===== src/include/mtrmux_pkg.sv =====
package mtrmux_pkg;

  // ***************************************************************
  // Register byte offsets.
  // ***************************************************************
  localparam logic [7:0] MTRMUX_OFF_PC_DATA = 8'h00;
  localparam logic [7:0] MTRMUX_OFF_PC_DIR = 8'h04;
  localparam logic [7:0] MTRMUX_OFF_PC_OPT = 8'h08;
  localparam logic [7:0] MTRMUX_OFF_PD_DATA = 8'h0c;
  localparam logic [7:0] MTRMUX_OFF_PD_DIR = 8'h10;
  localparam logic [7:0] MTRMUX_OFF_PD_OPT = 8'h14;
  localparam logic [7:0] MTRMUX_OFF_PF_DATA = 8'h18;
  localparam logic [7:0] MTRMUX_OFF_PF_DIR = 8'h1c;
  localparam logic [7:0] MTRMUX_OFF_PF_OPT = 8'h20;
  localparam logic [7:0] MTRMUX_OFF_MOTOR_REFERENCE_REGISTER = 8'h24;
  localparam logic [7:0] MTRMUX_OFF_MOTOR_CONTROL_REGISTER_A = 8'h28;
  localparam logic [7:0] MTRMUX_OFF_PIN_C = 8'h2c;
  localparam logic [7:0] MTRMUX_OFF_PIN_D = 8'h30;
  localparam logic [7:0] MTRMUX_OFF_PIN_F = 8'h34;
  localparam logic [7:0] MTRMUX_OFF_MIN = 8'h38;

  // ***************************************************************
  // Field positions.
  // ***************************************************************
  localparam int MTRMUX_BIT_FAULT_SEL = 0;
  localparam int MTRMUX_BIT_CKE = 0;
  localparam int MTRMUX_BIT_DAC = 1;
  localparam int MTRMUX_BIT_SHARED_PC = 4;
  localparam int MTRMUX_BIT_GEN_PC = 1;
  localparam int MTRMUX_BIT_V_PC = 6;
  localparam int MTRMUX_BIT_W_PC = 7;
  localparam int MTRMUX_BIT_V_PD = 1;
  localparam int MTRMUX_BIT_W_PD = 0;
  localparam int MTRMUX_BIT_ZC_PF = 1;
  localparam int MTRMUX_BIT_DM_PF = 0;
  localparam int MTRMUX_BIT_ZC_PD = 2;
  localparam int MTRMUX_BIT_DM_PD = 1;

  // ***************************************************************
  // Reset values and package sizes.
  // ***************************************************************
  localparam logic [7:0] MTRMUX_DATA_RST = 8'h00;
  localparam logic [7:0] MTRMUX_DIR_RST = 8'h00;
  localparam logic MTRMUX_FAULT_SEL_RST = 1'b1;
  localparam int MTRMUX_PINS_DEF = 80;
  localparam int MTRMUX_PORTS = 3;
  localparam int MTRMUX_PADS = 8;

endpackage


===== src/hdl/mtrmux_port.sv =====
`timescale 1ns/1ps
module mtrmux_port #(
  parameter logic [7:0] INT_CAP = 8'h00
) (
  input wire logic core_clk,
  input wire logic rst_n,
  input wire logic [7:0] data,
  input wire logic [7:0] dir,
  input wire logic [7:0] opt,
  input wire logic [7:0] alt_val,
  input wire logic [7:0] alt_en,
  input wire logic [7:0] analog,
  input wire logic [7:0] pad_in,
  output logic [7:0] pad_out,
  output logic [7:0] pad_oe_n,
  output logic [7:0] pad_pu,
  output logic [7:0] pin_level,
  output logic [7:0] ext_int
);
  import mtrmux_pkg::*;

  logic [7:0] s1_r;
  logic [7:0] s2_r;
  logic [7:0] s3_r;
  logic [7:0] lvl_r;
  logic [7:0] lvl_nxt;

  // ***************************************************************
  // Per-pad drive and input filter.
  // ***************************************************************
  genvar i;
  generate
    for (i = 0; i < MTRMUX_PADS; i = i + 1) begin : g_pad
      always_comb begin
        lvl_nxt[i] = (s2_r[i] == s3_r[i]) ? s3_r[i] : lvl_r[i];
        if (analog[i]) begin
          // Analog pads neither drive nor pull so the cell sees the pin.
          pad_out[i] = 1'b0;
          pad_oe_n[i] = 1'b1;
          pad_pu[i] = 1'b0;
        end else if (alt_en[i]) begin
          pad_out[i] = alt_val[i];
          pad_oe_n[i] = 1'b0;
          pad_pu[i] = 1'b0;
        end else if (dir[i]) begin
          // Option set means push-pull; clear means open drain.
          pad_out[i] = data[i];
          pad_oe_n[i] = ~(opt[i] | ~data[i]);
          pad_pu[i] = 1'b0;
        end else begin
          pad_out[i] = 1'b0;
          pad_oe_n[i] = 1'b1;
          pad_pu[i] = opt[i];
        end
        pin_level[i] = analog[i] ? 1'b0 : lvl_r[i];
        ext_int[i] = INT_CAP[i] & ~dir[i] & ~analog[i] & lvl_r[i];
      end
    end
  endgenerate

  always_ff @(posedge core_clk or negedge rst_n) begin
    if (!rst_n) begin
      s1_r <= 8'h00;
      s2_r <= 8'h00;
      s3_r <= 8'h00;
      lvl_r <= 8'h00;
    end else begin
      s1_r <= pad_in;
      s2_r <= s1_r;
      s3_r <= s2_r;
      lvl_r <= lvl_nxt;
    end
  end

endmodule // mtrmux_port


===== src/hdl/mtrmux_top.sv =====
// Decided for this implementation: the placing of the registers and the Wishbone slave port.
`timescale 1ns/1ps
module mtrmux_top #(
  parameter int PKG_PINS = mtrmux_pkg::MTRMUX_PINS_DEF,
  parameter logic [7:0] PC_BONDED = 8'hff,
  parameter logic [7:0] PD_BONDED = 8'hff,
  parameter logic [7:0] PF_BONDED = 8'hff,
  parameter logic [7:0] PC_INT_CAP = 8'h00,
  parameter logic [7:0] PD_INT_CAP = 8'hfe,
  parameter logic [7:0] PF_INT_CAP = 8'h00
) (
  input wire logic core_clk,
  input wire logic rst_n,
  input wire logic wb_cyc_i,
  input wire logic wb_stb_i,
  input wire logic wb_we_i,
  input wire logic [7:0] wb_adr_i,
  input wire logic [3:0] wb_sel_i,
  input wire logic [31:0] wb_dat_i,
  output logic [31:0] wb_dat_o,
  output logic wb_ack_o,
  input wire logic phase_v_pwm_out,
  input wire logic phase_v_pwm_en,
  input wire logic phase_w_pwm_out,
  input wire logic phase_w_pwm_en,
  input wire logic [7:0] alt_c_val,
  input wire logic [7:0] alt_c_en,
  input wire logic [7:0] alt_d_val,
  input wire logic [7:0] alt_d_en,
  input wire logic [7:0] alt_f_val,
  input wire logic [7:0] alt_f_en,
  input wire logic amplifier_output_pad,
  input wire logic [7:0] pad_c_in,
  output logic [7:0] pad_c_out,
  output logic [7:0] pad_c_oe_n,
  output logic [7:0] pad_c_pu,
  input wire logic [7:0] pad_d_in,
  output logic [7:0] pad_d_out,
  output logic [7:0] pad_d_oe_n,
  output logic [7:0] pad_d_pu,
  input wire logic [7:0] pad_f_in,
  output logic [7:0] pad_f_out,
  output logic [7:0] pad_f_oe_n,
  output logic [7:0] pad_f_pu,
  output logic [7:0] ext_int_c,
  output logic [7:0] ext_int_d,
  output logic [7:0] ext_int_f,
  output logic current_fault_input,
  output logic zero_cross_input,
  output logic demag_input,
  output logic shared_pin_to_motor
);
  import mtrmux_pkg::*;

  // ***************************************************************
  // Package variant decode.
  // ***************************************************************
  localparam logic PKG_GE56 = (PKG_PINS >= 56);
  localparam logic PKG_GE64 = (PKG_PINS >= 64);
  localparam logic PKG_IS32 = (PKG_PINS == 32);
  // Unbonded pads come out of reset with the pull-up option set.
  localparam logic [7:0] PC_OPT_RST = ~PC_BONDED;
  localparam logic [7:0] PD_OPT_RST = ~PD_BONDED;
  localparam logic [7:0] PF_OPT_RST = ~PF_BONDED;

  logic [7:0] c_data_r, c_dir_r, c_opt_r;
  logic [7:0] d_data_r, d_dir_r, d_opt_r;
  logic [7:0] f_data_r, f_dir_r, f_opt_r;
  logic fault_sel_r, cke_r, dac_r;
  logic [7:0] c_data_nxt, c_dir_nxt, c_opt_nxt;
  logic [7:0] d_data_nxt, d_dir_nxt, d_opt_nxt;
  logic [7:0] f_data_nxt, f_dir_nxt, f_opt_nxt;
  logic fault_sel_nxt, cke_nxt, dac_nxt;
  logic ack_r, ack_nxt;
  logic [31:0] rd_r, rd_nxt;
  logic [2:0] amp_sync_r;
  logic amp_lvl_r, amp_lvl_nxt;
  logic fault_r, zc_r, dm_r;
  logic fault_nxt, zc_nxt, dm_nxt;
  logic wr_fire;
  logic motor_on;
  logic [7:0] c_lvl, d_lvl, f_lvl;
  logic [7:0] c_alt_v, c_alt_e, d_alt_v, d_alt_e, c_analog;

  // ***************************************************************
  // Alternate function routing.
  // ***************************************************************
  assign motor_on = cke_r | dac_r;
  assign shared_pin_to_motor = motor_on;
  assign c_analog = 8'(motor_on) << MTRMUX_BIT_SHARED_PC;

  always_comb begin
    c_alt_v = alt_c_val & alt_c_en;
    c_alt_e = alt_c_en;
    d_alt_v = alt_d_val & alt_d_en;
    d_alt_e = alt_d_en;
    if (PKG_GE64) begin
      c_alt_e[MTRMUX_BIT_V_PC] = alt_c_en[MTRMUX_BIT_V_PC] | phase_v_pwm_en;
      c_alt_v[MTRMUX_BIT_V_PC] = c_alt_v[MTRMUX_BIT_V_PC] |
        (phase_v_pwm_en & phase_v_pwm_out);
    end else begin
      d_alt_e[MTRMUX_BIT_V_PD] = alt_d_en[MTRMUX_BIT_V_PD] | phase_v_pwm_en;
      d_alt_v[MTRMUX_BIT_V_PD] = d_alt_v[MTRMUX_BIT_V_PD] |
        (phase_v_pwm_en & phase_v_pwm_out);
    end
    if (PKG_IS32) begin
      d_alt_e[MTRMUX_BIT_W_PD] = alt_d_en[MTRMUX_BIT_W_PD] | phase_w_pwm_en;
      d_alt_v[MTRMUX_BIT_W_PD] = d_alt_v[MTRMUX_BIT_W_PD] |
        (phase_w_pwm_en & phase_w_pwm_out);
    end else begin
      c_alt_e[MTRMUX_BIT_W_PC] = alt_c_en[MTRMUX_BIT_W_PC] | phase_w_pwm_en;
      c_alt_v[MTRMUX_BIT_W_PC] = c_alt_v[MTRMUX_BIT_W_PC] |
        (phase_w_pwm_en & phase_w_pwm_out);
    end
  end

  mtrmux_port #(.INT_CAP(PC_INT_CAP)) u_port_c (
    .core_clk(core_clk),
    .rst_n(rst_n),
    .data(c_data_r),
    .dir(c_dir_r),
    .opt(c_opt_r),
    .alt_val(c_alt_v),
    .alt_en(c_alt_e),
    .analog(c_analog),
    .pad_in(pad_c_in),
    .pad_out(pad_c_out),
    .pad_oe_n(pad_c_oe_n),
    .pad_pu(pad_c_pu),
    .pin_level(c_lvl),
    .ext_int(ext_int_c)
  );

  mtrmux_port #(.INT_CAP(PD_INT_CAP)) u_port_d (
    .core_clk(core_clk),
    .rst_n(rst_n),
    .data(d_data_r),
    .dir(d_dir_r),
    .opt(d_opt_r),
    .alt_val(d_alt_v),
    .alt_en(d_alt_e),
    .analog(8'h00),
    .pad_in(pad_d_in),
    .pad_out(pad_d_out),
    .pad_oe_n(pad_d_oe_n),
    .pad_pu(pad_d_pu),
    .pin_level(d_lvl),
    .ext_int(ext_int_d)
  );

  mtrmux_port #(.INT_CAP(PF_INT_CAP)) u_port_f (
    .core_clk(core_clk),
    .rst_n(rst_n),
    .data(f_data_r),
    .dir(f_dir_r),
    .opt(f_opt_r),
    .alt_val(alt_f_val & alt_f_en),
    .alt_en(alt_f_en),
    .analog(8'h00),
    .pad_in(pad_f_in),
    .pad_out(pad_f_out),
    .pad_oe_n(pad_f_oe_n),
    .pad_pu(pad_f_pu),
    .pin_level(f_lvl),
    .ext_int(ext_int_f)
  );

  // ***************************************************************
  // Motor input selection.
  // ***************************************************************
  always_comb begin
    amp_lvl_nxt = (amp_sync_r[1] == amp_sync_r[2]) ? amp_sync_r[2] :
      amp_lvl_r;
    // Small packages lack the port pin route, so the amp pad is fixed.
    if (PKG_GE56 && !fault_sel_r) begin
      fault_nxt = c_lvl[MTRMUX_BIT_GEN_PC];
    end else begin
      fault_nxt = amp_lvl_r;
    end
    if (PKG_GE56) begin
      zc_nxt = f_lvl[MTRMUX_BIT_ZC_PF];
      dm_nxt = f_lvl[MTRMUX_BIT_DM_PF];
    end else begin
      zc_nxt = d_lvl[MTRMUX_BIT_ZC_PD];
      dm_nxt = d_lvl[MTRMUX_BIT_DM_PD];
    end
  end

  assign current_fault_input = fault_r;
  assign zero_cross_input = zc_r;
  assign demag_input = dm_r;

  // ***************************************************************
  // Register slave.
  // ***************************************************************
  // Writes land on the edge at which the master sees ack.
  assign wr_fire = wb_cyc_i & wb_stb_i & wb_we_i & ack_r & wb_sel_i[0];
  assign wb_ack_o = ack_r;
  assign wb_dat_o = rd_r;

  always_comb begin
    ack_nxt = wb_cyc_i & wb_stb_i & ~ack_r;
    {c_data_nxt, c_dir_nxt, c_opt_nxt} = {c_data_r, c_dir_r, c_opt_r};
    {d_data_nxt, d_dir_nxt, d_opt_nxt} = {d_data_r, d_dir_r, d_opt_r};
    {f_data_nxt, f_dir_nxt, f_opt_nxt} = {f_data_r, f_dir_r, f_opt_r};
    fault_sel_nxt = fault_sel_r;
    cke_nxt = cke_r;
    dac_nxt = dac_r;
    if (wr_fire) begin
      case (wb_adr_i)
        MTRMUX_OFF_PC_DATA: c_data_nxt = wb_dat_i[7:0];
        MTRMUX_OFF_PC_DIR: c_dir_nxt = wb_dat_i[7:0];
        MTRMUX_OFF_PC_OPT: c_opt_nxt = wb_dat_i[7:0];
        MTRMUX_OFF_PD_DATA: d_data_nxt = wb_dat_i[7:0];
        MTRMUX_OFF_PD_DIR: d_dir_nxt = wb_dat_i[7:0];
        MTRMUX_OFF_PD_OPT: d_opt_nxt = wb_dat_i[7:0];
        MTRMUX_OFF_PF_DATA: f_data_nxt = wb_dat_i[7:0];
        MTRMUX_OFF_PF_DIR: f_dir_nxt = wb_dat_i[7:0];
        MTRMUX_OFF_PF_OPT: f_opt_nxt = wb_dat_i[7:0];
        MTRMUX_OFF_MOTOR_REFERENCE_REGISTER: fault_sel_nxt = wb_dat_i[MTRMUX_BIT_FAULT_SEL];
        MTRMUX_OFF_MOTOR_CONTROL_REGISTER_A: begin
          cke_nxt = wb_dat_i[MTRMUX_BIT_CKE];
          dac_nxt = wb_dat_i[MTRMUX_BIT_DAC];
        end
        default: ;
      endcase
    end
    case (wb_adr_i)
      MTRMUX_OFF_PC_DATA: rd_nxt = {24'h0, c_data_r};
      MTRMUX_OFF_PC_DIR: rd_nxt = {24'h0, c_dir_r};
      MTRMUX_OFF_PC_OPT: rd_nxt = {24'h0, c_opt_r};
      MTRMUX_OFF_PD_DATA: rd_nxt = {24'h0, d_data_r};
      MTRMUX_OFF_PD_DIR: rd_nxt = {24'h0, d_dir_r};
      MTRMUX_OFF_PD_OPT: rd_nxt = {24'h0, d_opt_r};
      MTRMUX_OFF_PF_DATA: rd_nxt = {24'h0, f_data_r};
      MTRMUX_OFF_PF_DIR: rd_nxt = {24'h0, f_dir_r};
      MTRMUX_OFF_PF_OPT: rd_nxt = {24'h0, f_opt_r};
      MTRMUX_OFF_MOTOR_REFERENCE_REGISTER: rd_nxt = {31'h0, fault_sel_r};
      MTRMUX_OFF_MOTOR_CONTROL_REGISTER_A: rd_nxt = {30'h0, dac_r, cke_r};
      MTRMUX_OFF_PIN_C: rd_nxt = {24'h0, c_lvl};
      MTRMUX_OFF_PIN_D: rd_nxt = {24'h0, d_lvl};
      MTRMUX_OFF_PIN_F: rd_nxt = {24'h0, f_lvl};
      MTRMUX_OFF_MIN: rd_nxt = {29'h0, dm_r, zc_r, fault_r};
      default: rd_nxt = 32'h0;
    endcase
  end

  always_ff @(posedge core_clk or negedge rst_n) begin
    if (!rst_n) begin
      c_data_r <= MTRMUX_DATA_RST;
      c_dir_r <= MTRMUX_DIR_RST;
      c_opt_r <= PC_OPT_RST;
      d_data_r <= MTRMUX_DATA_RST;
      d_dir_r <= MTRMUX_DIR_RST;
      d_opt_r <= PD_OPT_RST;
      f_data_r <= MTRMUX_DATA_RST;
      f_dir_r <= MTRMUX_DIR_RST;
      f_opt_r <= PF_OPT_RST;
      fault_sel_r <= MTRMUX_FAULT_SEL_RST;
      cke_r <= 1'b0;
      dac_r <= 1'b0;
      ack_r <= 1'b0;
      rd_r <= 32'h0;
      amp_sync_r <= 3'h0;
      amp_lvl_r <= 1'b0;
      fault_r <= 1'b0;
      zc_r <= 1'b0;
      dm_r <= 1'b0;
    end else begin
      {c_data_r, c_dir_r, c_opt_r} <= {c_data_nxt, c_dir_nxt, c_opt_nxt};
      {d_data_r, d_dir_r, d_opt_r} <= {d_data_nxt, d_dir_nxt, d_opt_nxt};
      {f_data_r, f_dir_r, f_opt_r} <= {f_data_nxt, f_dir_nxt, f_opt_nxt};
      fault_sel_r <= fault_sel_nxt;
      cke_r <= cke_nxt;
      dac_r <= dac_nxt;
      ack_r <= ack_nxt;
      rd_r <= rd_nxt;
      amp_sync_r <= {amp_sync_r[1:0], amplifier_output_pad};
      amp_lvl_r <= amp_lvl_nxt;
      fault_r <= fault_nxt;
      zc_r <= zc_nxt;
      dm_r <= dm_nxt;
    end
  end

endmodule // mtrmux_top


===== config.mk =====
export PLATFORM = sky130hd
export DESIGN_NAME = mtrmux_top
export DESIGN_NICKNAME = d
export VERILOG_FILES = /design/src/include/mtrmux_pkg.sv /design/src/hdl/mtrmux_port.sv /design/src/hdl/mtrmux_top.sv
export SDC_FILE = /design/constraint.sdc
export NUM_CORES = 1
export LEC_CHECK = 0
export BUFFER_PORTS_ARGS = -buffer_cell sky130_fd_sc_hd__buf_4
export CAP_MARGIN = 20
export CORE_MARGIN = 2
export CORE_UTILIZATION = 40
export DETAILED_ROUTE_END_ITERATION = 8
export PLACE_DENSITY = 0.65
export SYNTH_ARGS = -nofsm -noshare
export SYNTH_HDL_FRONTEND = slang
export SYNTH_SLANG_ARGS = --single-unit

===== constraint.sdc =====
create_clock -name core_clk -period 1.7 [get_ports core_clk]
set_clock_uncertainty 0.05 [all_clocks]
set_input_delay 0.17 -clock core_clk [delete_from_list [all_inputs] [get_ports core_clk]]
set_output_delay 0.17 -clock core_clk [all_outputs]
set_load 0.05 [all_outputs]

==> summary.md, run 1 <==
Leaving out fill and tap cells, the most frequent cell in the layout is buf_4. The number of global-route vias before repair was 6185; the proportion of layout cells with a drive suffix above 1 was 48.0%. During synthesis, Yosys emitted a total of 0 warnings. The tools report the full die area as 21500 um2. Among all stages on the critical path, the largest delay is contributed by dfrtp_1. Of the total synthesized cell area, the portion taken by full adders, half adders and majority gates is 3.08%. 0 antenna diodes ended up in the layout.

From left edge to right edge, the die measures 146 um. The total standard cell area after synthesis is 8120 um2. The sort of element at the end of the critical path is an output pin. The tools report the capture instance of the worst register-to-register path as wb_dat_o[4]$_DFF_PN0_. The launching element type of the critical path was a register.

The worst hold path begins at wb_dat_i[6]. Sequential cells were found to cover 57.7% of the synthesized design area. Of all nets on the critical path, the largest fanout is 3.

Among cell families on the critical path, the largest total delay comes from flip-flops. The area growth from synthesis to layout is 43.0%. In this run the remaining antenna-violating nets after routing total 0.

The die is 146 um tall. Clock tree synthesis selected as its root buffer the cell clkbuf_16. The dominant combinational cell family by area after synthesis is multiplexers.

The clock reaches the later pin of the worst-skew pair after 0.43 ns. Measured against its own limit, the worst slew margin works out to 63.0%. The first global-routing pass estimated 35100 um of wire. By area the synthesized netlist is led by dfrtp_1 57%, mux2_2 12%, buf_4 3.9%. The routed length on met3 came out at 1450 um. After detailed routing, the average wire length per cell comes to 18.1 um. Type of the worst setup path: reg -> out. The required time at the endpoint of the critical path is 1.48 ns. Of the total synthesized cell area, the portion taken by AND, OR, NAND and NOR gates is 12.8%. The quantity of I/O buffers inserted on ports was 190. The final reports fail on negative setup slack. In the synthesized netlist the dominant register cell turns out to be dfrtp_1.

The count of nets after finishing came out at 1072. Cells fill 57.7% of the core in the end. Clock tree synthesis found a total of 187 sinks. The synthesis-stage register bit count is 187. For the worst endpoint data arrival time, the log shows 1.48 ns. The worst vdd rail ir drop was 0.000783 V; the depth of the worst register-to-register path was 5. Global routing finished with a remaining overflow of 0.

The power density normalized to cell area was 871 nW/um2; the clock period minus final worst setup slack was 1.70 ns. After detailed routing, the total wire length is 22200 um. The top cell type by area accounts for 57.3% of the synthesized area. The post-synthesis instance total came out at 635.

In this run the worst hold path is classified as in -> reg. Setup repair after global routing could not meet its margin everywhere. Counting the buffers created by CTS gives 17. Transition time at the pin with the least slew margin: 0.555 ns. The topmost layer with routed signal wires is met4.

The largest stage delay on the critical path is 0.41 ns, and the maximum level of the CTS H-tree is 4. Static timing analysis puts the maximum clock frequency at 0.588 GHz. The tools report the total core area as 20100 um2.

The biggest area consumer among synthesized cells was dfrtp_1. The critical register-to-register path startpoint is c_dir_r[4]$_DFFE_PN0P_. Detailed placement finished with a half-perimeter wire length of 16500 um. Counting along the longest clock path gives a buffer depth of 2. The number of standard cells in the layout, taps in and fillers out is 1229.

The critical path goes through nor2_4, inv_2, nor4_2, buf_4. Row generation in the floorplan step produced 52 rows. After clock tree synthesis, the clock-pin slew on the worst setup and hold paths is 0.07 ns. For this design the static power due to leakage is 5.49 nW. The tools report the routed length on met1 as 9910 um.

The initial antenna violation count came out at 0. TritonCTS built the clock tree. For the via total after detailed routing, the log shows 6121. Setup slack on the worst reg-to-reg path comes out at 0.04 ns. The run gives 1 as the final-report setup violation count.

The count of cells along the worst hold path came out at 2. The maximum number of pins on one net before global-route repair is 62, and the starting density of the core is 40.4%. The logs give 54 for the count of unique library cells instantiated by Yosys and 0.0127 ns for the worst hold margin. The tools report the combined global-route utilization of all metal layers as 21.4%. Max-cap violations in this run came to 0.

In the detailed route, the total length drawn on met2 is 10600 um. In the routed design, unresolved DRC markers number 0. After the first detailed-routing iteration, the DRC count stood at 312.

The number of placed instances, taps included, is 1155. The number of flops mapped to enable cells by yosys is 0, and the mean post-synth cell area is 12.8 um2. The run finished, with violations left. The tools report the number of iterations in the first detailed-routing pass as 5. The post-synthesis mux area share was 15.0%; the async set-or-reset flop fraction in the synthesized netlist was 100%. Dividing the detail-routed via count by the number of cells gives 4.98. The synthesized netlist devotes 6.64% of its cell area to compound gates. The final cycle utilization of the critical path was 100%. The combined buffer and inverter count along the critical path is 2, and the final total power is 0.0101 W. For the count of endpoints failing hold in the final timing report, the log shows 0.

The count of final max-slew check failures was 0; the number of placed I/O pins was 259. The worst hold path terminates at c_opt_r[6]$_DFFE_PN0P_. At the end of routability-driven placement, the weighted congestion stood at 0.865. Of the total synthesized cell area, the portion taken by XOR and XNOR cells is 0%.

The minimum setup slack in the final design is -0.00178 ns. The library cells used most frequently in the layout, excluding fill and tap cells, are 256 x buf_4, 183 x dfrtp_1, 85 x mux2_2.
==> routing by layer <==
| metal | global-route usage (%) | vias up |
|---|---|---|
| met5 | 0 | - |
| met4 | 4.95 | 0 |
| met3 | 5.63 | 24 |
| met2 | 34.3 | 244 |
| met1 | 29.5 | 3011 |
| li1 | - | 2842 |
==> cell type report <==
cell class	count	area, um2
Clock buffer	17	425
Fill cell	1686	8490
Timing Repair Buffer	309	2550
Sequential cell	187	4680
Clock inverter	15	176
Inverter	3	11.3
Multi-Input combinational cell	428	3430
Tap cell	270	338
==> stage by stage <==
step | TNS (ns) | setup WS [ns] | cell area, um2
floorplan | -6.31 | -0.207 | 8430
global route | -0.743 | -0.0502 | 11600
detailed placement | -15.84 | -0.275 | 10500
global placement | -14.62 | -0.243 | 10500
finish | -0.00178 | -0.00178 | 11600
CTS | -0.0108 | -0.0108 | 11500
==> what timing repair did <==
item                                    4_1_cts  5_1_grt
pin swaps                                     6        9
endpoints found under the setup margin       12       42
cloned                                        0        0
hold endpoints to repair                    125        0
setup buffers                                 2        8
resized for setup                            11       15
hold buffers                                 34        0
==> synthesized netlist by cell type, drive strengths merged, types with 2 or more instances <==
cell,instances
a211oi,3
a21boi,2
a21oi,23
a221o,2
a221oi,2
a22o,4
a22oi,7
a32o,2
a32oi,2
and2,2
buf,46
clkbuf,11
dfrtp,186
inv,3
maj3,25
mux2,86
mux2i,9
mux4,7
nand2,60
nand2b,23
nand3,13
nand3b,5
nand4,8
nor2,12
nor2b,9
nor3,6
nor3b,22
nor4,3
nor4b,5
nor4bb,2
o211ai,2
o21ai,25
o22ai,2
o2bb2ai,3
or4b,2
==> report_power, final <==
part | switching, W | internal (W) | total, W
Clock | 0.00188 | 0.00211 | 0.00399
Combinational | 0.000909 | 0.000511 | 0.00142
Sequential | 0.0000961 | 0.00461 | 0.00470
Total | 0.00289 | 0.00723 | 0.0101
==> logic make-up after synthesis <==
| kind of cell | count (synthesis) |
|---|---|
| fa+ha+maj | 25 |
| simple gates | 176 |
| mux | 102 |
| buf+inv | 60 |
| compound gates | 84 |
| other cells | 1 |
| flops | 187 |
==> worst max-delay path by stage <==
stage / slack (ns) / from / end / cells after the start
floorplan: -0.21 / cke_r$_DFFE_PN0P_ / pad_c_pu[4] / 3
global placement: -0.24 / wb_adr_i[5] / f_data_r[6]$_DFFE_PN0P_ / 5
detailed placement: -0.27 / wb_adr_i[5] / f_data_r[5]$_DFFE_PN0P_ / 5
CTS: -0.01 / c_dir_r[7]$_DFFE_PN0P_ / pad_c_out[7] / 5
global route: -0.05 / cke_r$_DFFE_PN0P_ / pad_c_pu[4] / 4
finish: -0.002 / cke_r$_DFFE_PN0P_ / pad_c_pu[4] / 4
Note: power is estimated with default switching activity, not from simulation.
==> run 2, diff against run 1 <==
PLACE_DENSITY = default   (was 0.65)
PLACE_DENSITY_LB_ADDON = 0.2   (was default)
==> run 2 against run 1 <==
Compared with the run above:
- the flow still finishes with violations (negative setup slack)
- design area shrank 1.3%
- sequential share of layout area rose by 0.57 points
- setup slack lost 0.049 ns
- critical endpoint unchanged
- maximum frequency decreased by 2.8%
- hold slack got worse by 0.0064 ns
- sequential power about the same
- largest power group unchanged
- total power shrank 0.96%
- count of clock-buffer cells in the layout unchanged
- wire length up 5.9%
==> summary.md, run 2 (synthesis gave the netlist of run 1 again) <==
The run gives -0.0506 ns as the minimum setup slack in the final design. The launching element type of the critical path was a register. The number of placed I/O pins was 259. The design draws 0.0100 W.

The number of placement rows is 52, and the number of max-cap violations is 0. Summed over all layers, the global routing overflow is 0. At the worst endpoint, the arrival time is 1.53 ns. The worst vdd rail ir drop is 0.000674 V, and the total core area is 20100 um2. Detail-routed net length per standard cell: 19.3 um. The final cycle utilization of the critical path was 103%. The final-report setup violation count is 1. STA classifies the critical path endpoint as an output pin.

The layout has 1664 filler cells. On the worst path, the slowest cell contributes a delay of 0.40 ns. The highest net fanout along the worst path works out to 3. The run gives 63.6% as the worst max-slew margin expressed relative to the limit. The routed design could run at a clock period as short as 1.75 ns. Once the floorplan was initialized, standard cells occupied 40.4% of the core. The critical path is of the reg -> out type. On the final layout, the worst hold slack is 0.00632 ns. Across the whole layout, storage elements account for 4690 um2. The analysis attributes to cell leakage a power of 5.40 nW.

In the routed layout, each cell is associated on average with a via count of 5.08. At the later pin of the worst-skew pair, clock insertion delay measures 0.44 ns. The slowest stage of the critical path belongs to the cell dfrtp_1.

The logs give 22.6% for the combined global-route utilization of all metal layers and 329 for the detailed router's first-iteration violation count. For the final wirelength, the log shows 23500 um. TritonCTS built the clock tree. The leading cell type in the layout, fill and taps excluded is buf_4. The run gives 5 as the number of iterations in the first detailed-routing pass. The run gives 0 as the initial antenna violation count. The tools report the number of buffers added by the clock tree synthesis step as 17. Maximum level of the CTS H-tree: 4. The clock passes through at most 2 buffers. The cell class contributing the biggest share of worst-path delay is buffers and inverters.

The floorplan step defined a die boundary enclosing 21500 um2. The run gives 1151 as the placed cell count. The tree is rooted in a clkbuf_16. The top cell types in the final layout, fill and taps aside, are 256 x buf_4, 180 x dfrtp_1, 84 x mux2_2.

The logs give 187 for the CTS sink count and 0 for the count of endpoints failing hold in the final timing report. Timing would allow up to 0.571 GHz. The congestion estimate from routability-driven global placement came to 0.855. After detailed routing, the number of remaining DRC violations is 0.

Of the cells placed in the final design, the portion with a size suffix greater than 1 is 47.7%. Transition time at the pin with the least slew margin: 0.544 ns. Setup repair after global routing could not meet its margin everywhere. The run gives 1065 as the count of nets after finishing. The tightest min-delay check is of the in -> reg type. The logs give 57.0% for the utilization after layout and 0.04 ns for the slack of the worst reg-to-reg path. The checks that failed: negative setup slack. Counting both buffers and inverters, the worst setup path holds a total of 3. Die outline height: 146 um. The final antenna-violating net count was 0. Once detailed placement completed, the half-perimeter wirelength came to 17800 um. The area growth from synthesis to layout is 41.1%. The critical path goes through nor2_1, buf_4, inv_4, nor4_4, buf_6.

The wire length of the first global-routing pass came out at 36700 um. In the final layout, the multi-input gates occupy 3410 um2. During placement, the flow inserted port buffers numbering 190. The power density normalized to cell area is 875 nW/um2, and the count of final max-slew check failures is 0. Entering global routing, the biggest net connects 61 pins.

The count of cells in the finished layout, fillers not included, comes to 1222. After clock tree synthesis, the clock-pin slew on the worst setup and hold paths is 0.08 ns. The run gives 6204 as the via total after detailed routing. The number of antenna diodes in the final layout is 0.

The number of global-route vias before repair came out at 6392. The run finished, with violations left. The width of the die came out at 146 um. For the worst setup path, the data required time is 1.48 ns.
==> run 2: cell count changes in the layout (fill, tap and decap cells not counted), moves of 2 or more <==
cell	previous run	this run
buf_12	8	2
clkinv_4	3	0
dfrtp_1	183	180
dfrtp_2	3	6
dlygate4sd3_1	34	31
a21oi_1	21	23
a21oi_2	2	0
buf_6	10	12
nand2_1	51	53
==> run 2: where the power goes <==
group / total, W / internal [W] / switching [W]
Combinational: 0.00140 / 0.000486 / 0.000915
Clock: 0.00391 / 0.00198 / 0.00193
Sequential: 0.00471 / 0.00461 / 0.0000997
==> run 2: final cells by class <==
type / instances / area share (%)
clock buffer: 17 / 3.71
clock inverter: 15 / 1.43
sequential: 187 / 40.9
inverter: 3 / 0.120
timing repair buffer: 302 / 21.1
tap: 270 / 2.95
multi-input combinational: 428 / 29.7
==> run 2: repair_timing <==
item | CTS | global route
setup buffers | 8 | 3
pin swaps | 6 | 3
hold endpoints to repair | 88 | 0
setup endpoints to repair | 11 | 33
resized for setup | 15 | 12
hold buffers | 31 | 0
==> run 2: worst paths after layout <==
kind,to,depth (start not counted),start
setup / recovery,pad_c_pu[4],5,cke_r$_DFFE_PN0P_
hold / removal,f_opt_r[2]$_DFFE_PN0P_,2,wb_dat_i[2]
setup reg to reg,f_opt_r[1]$_DFFE_PN0P_,7,wb_ack_o$_DFF_PN0_
hold reg to reg,u_port_f.s2_r[6]$_DFF_PN0_,0,u_port_f.s1_r[6]$_DFF_PN0_
max in group asynchronous,d_opt_r[5]$_DFFE_PN0P_,3,rst_n
min in group asynchronous,u_port_d.lvl_r[3]$_DFFE_PN0N_,2,rst_n
==> run 2: per-layer routing <==
layer,vias up,GRT usage [%],part of all wire [%]
met5,-,0,0
met4,0,6.41,1.3
met3,22,3.97,4.8
met2,228,38.4,50
met1,3133,29.9,44
li1,2821,-,-
==> run 2: metrics by stage <==
stage	setup TNS [ns]	setup WS (ns)	instance area (um2)
global route	-0.240	-0.107	11500
global placement	-15.91	-0.301	10400
detailed placement	-16.52	-0.289	10400
floorplan	-6.31	-0.207	8430
CTS	-0.205	-0.108	11400
finish	-0.0506	-0.0506	11500
==> run 3, diff against run 2 <==
CELL_PAD_IN_SITES_DETAIL_PLACEMENT = 1   (was default)
CELL_PAD_IN_SITES_GLOBAL_PLACEMENT = 2   (was default)
CORE_UTILIZATION = 33   (was 40)
==> run 3 against run 2 <==
Compared with the run above:
- clock power is 2% higher
- wire length grew 7.1%
- the run still ends with negative setup slack left
- utilization fell by 8.8 points
- largest cell class unchanged
- hold slack better by 0.012 ns
==> summary.md, run 3 (synthesis gave the netlist of run 1 again) <==
The run gives 6734 as the number of global-route vias before repair. In the layout the commonest cells are 245 x buf_4, 179 x dfrtp_1, 84 x mux2_2. The path class of the tightest hold or removal check is in -> reg.

The first global-routing pass estimated 38800 um of wire. At the pin with the least slew margin, the transition time is 0.797 ns. The width of the die is 161 um.

The kind of cell with the highest combined delay along the critical path is simple AND/OR/NAND/NOR gates. In the routed layout, each cell is associated on average with a via count of 4.86. The tools report the critical register-to-register path startpoint as wb_ack_o$_DFF_PN0_. Setup repair after global routing could not meet its margin everywhere.

The starting density of the core was 33.5%. The number of buffers added by the clock tree synthesis step is 17. The initial antenna violation count was 0. The slack of the worst reg-to-reg path came out at -0.04 ns. Leaving out fill and tap cells, the most frequent cell in the layout is buf_4.

The detailed router's first-iteration violation count was 293; the clock-pin slew on the worst setup and hold paths was 0.08 ns. The tools report the count of final max-slew check failures as 0. The reported leakage power is 5.50 nW. The clock network latency to the later pin of the worst-skew pair is 0.44 ns. The maximum clock insertion buffer count came out at 2. Of the cells placed in the final design, the portion with a size suffix greater than 1 is 48.5%. The final reports fail on negative setup slack. During placement, the flow inserted port buffers numbering 190. Max-cap violations in this run came to 0. The routed design has 25200 um of wire.

Entering global routing, the biggest net connects 51 pins. The tools report the DRC violation count after routing as 0. Compared with the post-synthesis result, the final layout area differs by 43.9%.

For the final design instance area without fill, the log shows 11700 um2. Across all layers, the routed design uses 6220 vias. Depth of the worst register-to-register path: 6.

The critical path in this run is classified as reg -> reg. The combined buffer and inverter count along the critical path was 2. The largest stage delay on the critical path came out at 0.38 ns. The number of inserted diodes came out at 0. STA puts the critical path data required time at 1.96 ns. The flow ran to the end, but the final reports show violations.

CTS saw 187 sinks. The run gives 19.6% as the combined global-route utilization of all metal layers. For this design the top-level I/O count stands at 259. The run gives 0 as the count of endpoints failing hold in the final timing report.

STA classifies the critical path endpoint as a register. The run gives 25900 um2 as the full die area. The count of nets after finishing is 1068. The worst endpoint data arrival time was 2.01 ns. Setup violations remaining at the end of the flow were counted as 20. Once detailed placement completed, the half-perimeter wirelength came to 18600 um. From bottom edge to top edge, the die measures 161 um.

The floorplan step defined a core boundary enclosing 24200 um2. Routability-driven placement finished with a final weighted congestion of 0.834. Start point of the worst hold path: wb_dat_i[1]. The count of nets left with antenna violations once routing finished came out at 0. Summing all placed instances gives a cell area of 10500 um2. The largest individual stage delay along the critical path comes from the cell dfrtp_2. At the end of the flow the core is filled with cells to 48.2%.

In this run the power density over the cells is 868 nW/um2. The clock period minus final worst setup slack is 1.74 ns, and the count of cells along the worst hold path is 2. For the minimum setup slack in the final design, the log shows -0.0444 ns. The tree is rooted in a clkbuf_16. The detail-routed net length per standard cell is 19.7 um, and the highest clock frequency the design can meet is 0.573 GHz. The number of iterations in the first detailed-routing pass is 4, and the number of placement rows is 57. The worst hold path terminates at d_data_r[1]$_DFFE_PN0P_.

Among the stages of the critical path, the cell type that occurs most often is buf_6. The final cycle utilization of the critical path is 103%. The highest net fanout along the worst path was 4. Across the VDD grid, the largest voltage drop is 0.000719 V. The worst max-slew margin expressed relative to the limit came out at 46.8%. The tools report the capture instance of the worst register-to-register path as c_opt_r[5]$_DFFE_PN0P_.

The critical path goes through nand4_1, buf_6, nor3_4, nand3_4, buf_6, mux2_4. The H-tree was split into 4 levels. After global routing the overflow that remains totals 0. TritonCTS built the clock tree. The launching element type of the critical path is a register.
-- run 3: changes by cell type in the layout (fill, tap and decap cells not counted), moves of 3 or more --
cell	delta
buf_4	-11
buf_6	+8
a21oi_1	-4
a21oi_2	+4
buf_12	+4
clkinv_4	+3
inv_8	-3
-- run 3: where the power goes --
part | switching [W] | internal (W) | leakage [nW] | total (W)
logic | 0.000929 | 0.000500 | 2.85 | 0.00143
registers | 0.0000986 | 0.00461 | 2.36 | 0.00471
clock network | 0.00187 | 0.00213 | 0.291 | 0.00400
total | 0.00290 | 0.00724 | 5.50 | 0.0101
-- run 3: per-layer routing --
layer  wire (um)  up-vias  global-route usage, %
li1            -     2829                      -
met1       11200     3201                   26.0
met2       12600      174                   33.1
met3        1230       16                   4.44
met4         187        0                   3.90
met5           0        -                      0
-- run 3: how the worst max path moves through the flow --
stage | start | to | slack [ns] | cells after the start
CTS | dac_r$_DFFE_PN0P_ | pad_c_pu[4] | -0.02 | 4
global placement | wb_adr_i[5] | f_data_r[4]$_DFFE_PN0P_ | -0.30 | 6
global route | wb_ack_o$_DFF_PN0_ | c_opt_r[5]$_DFFE_PN0P_ | -0.1 | 6
detailed placement | wb_adr_i[5] | f_data_r[7]$_DFFE_PN0P_ | -0.34 | 6
floorplan | cke_r$_DFFE_PN0P_ | pad_c_pu[4] | -0.21 | 3
finish | wb_ack_o$_DFF_PN0_ | c_opt_r[5]$_DFFE_PN0P_ | -0.04 | 6
-- run 3: worst register-to-register path: cells and delay by family, from the launching register on --
family	cells	cell delay [ns]
buffers and inverters	2	0.32
multiplexers	1	0.30
flip-flops	1	0.38
AND/OR/NAND/NOR	3	0.56
-- run 3: cell type report --
type / count / area (um2)
clock buffers: 19 / 443
clock inverters: 13 / 148
fillers: 2556 / 12600
inverters: 3 / 11.3
multi-input cells: 428 / 3450
flip-flops and latches: 187 / 4690
well taps: 324 / 405
repair buffers: 305 / 2530
-- run 3: timing repair --
item / in CTS / in global routing
endpoints found under the hold margin: 194 / 0
endpoints found under the setup margin: 16 / 61
buffers inserted: 5 / 8
pin swaps: 5 / 12
resized for setup: 13 / 36
hold buffers: 33 / 0
-- run 3: stage by stage --
stage / setup WS, ns / power [W] / cells / setup TNS (ns) / hold WS (ns)
after CTS: -0.0228 / 0.0102 / 1271 / -0.0401 / 0.00836
after global placement: -0.298 / 0.00612 / 1204 / -14.10 / 0.0809
after global routing: -0.0955 / 0.0105 / 1279 / -1.77 / 0.0198
after floorplan: -0.207 / 0.00557 / 675 / -6.31 / -0.176
after detailed placement: -0.337 / 0.00616 / 1204 / -16.80 / 0.0833
final: -0.0444 / 0.0101 / 1279 / -0.330 / 0.0182
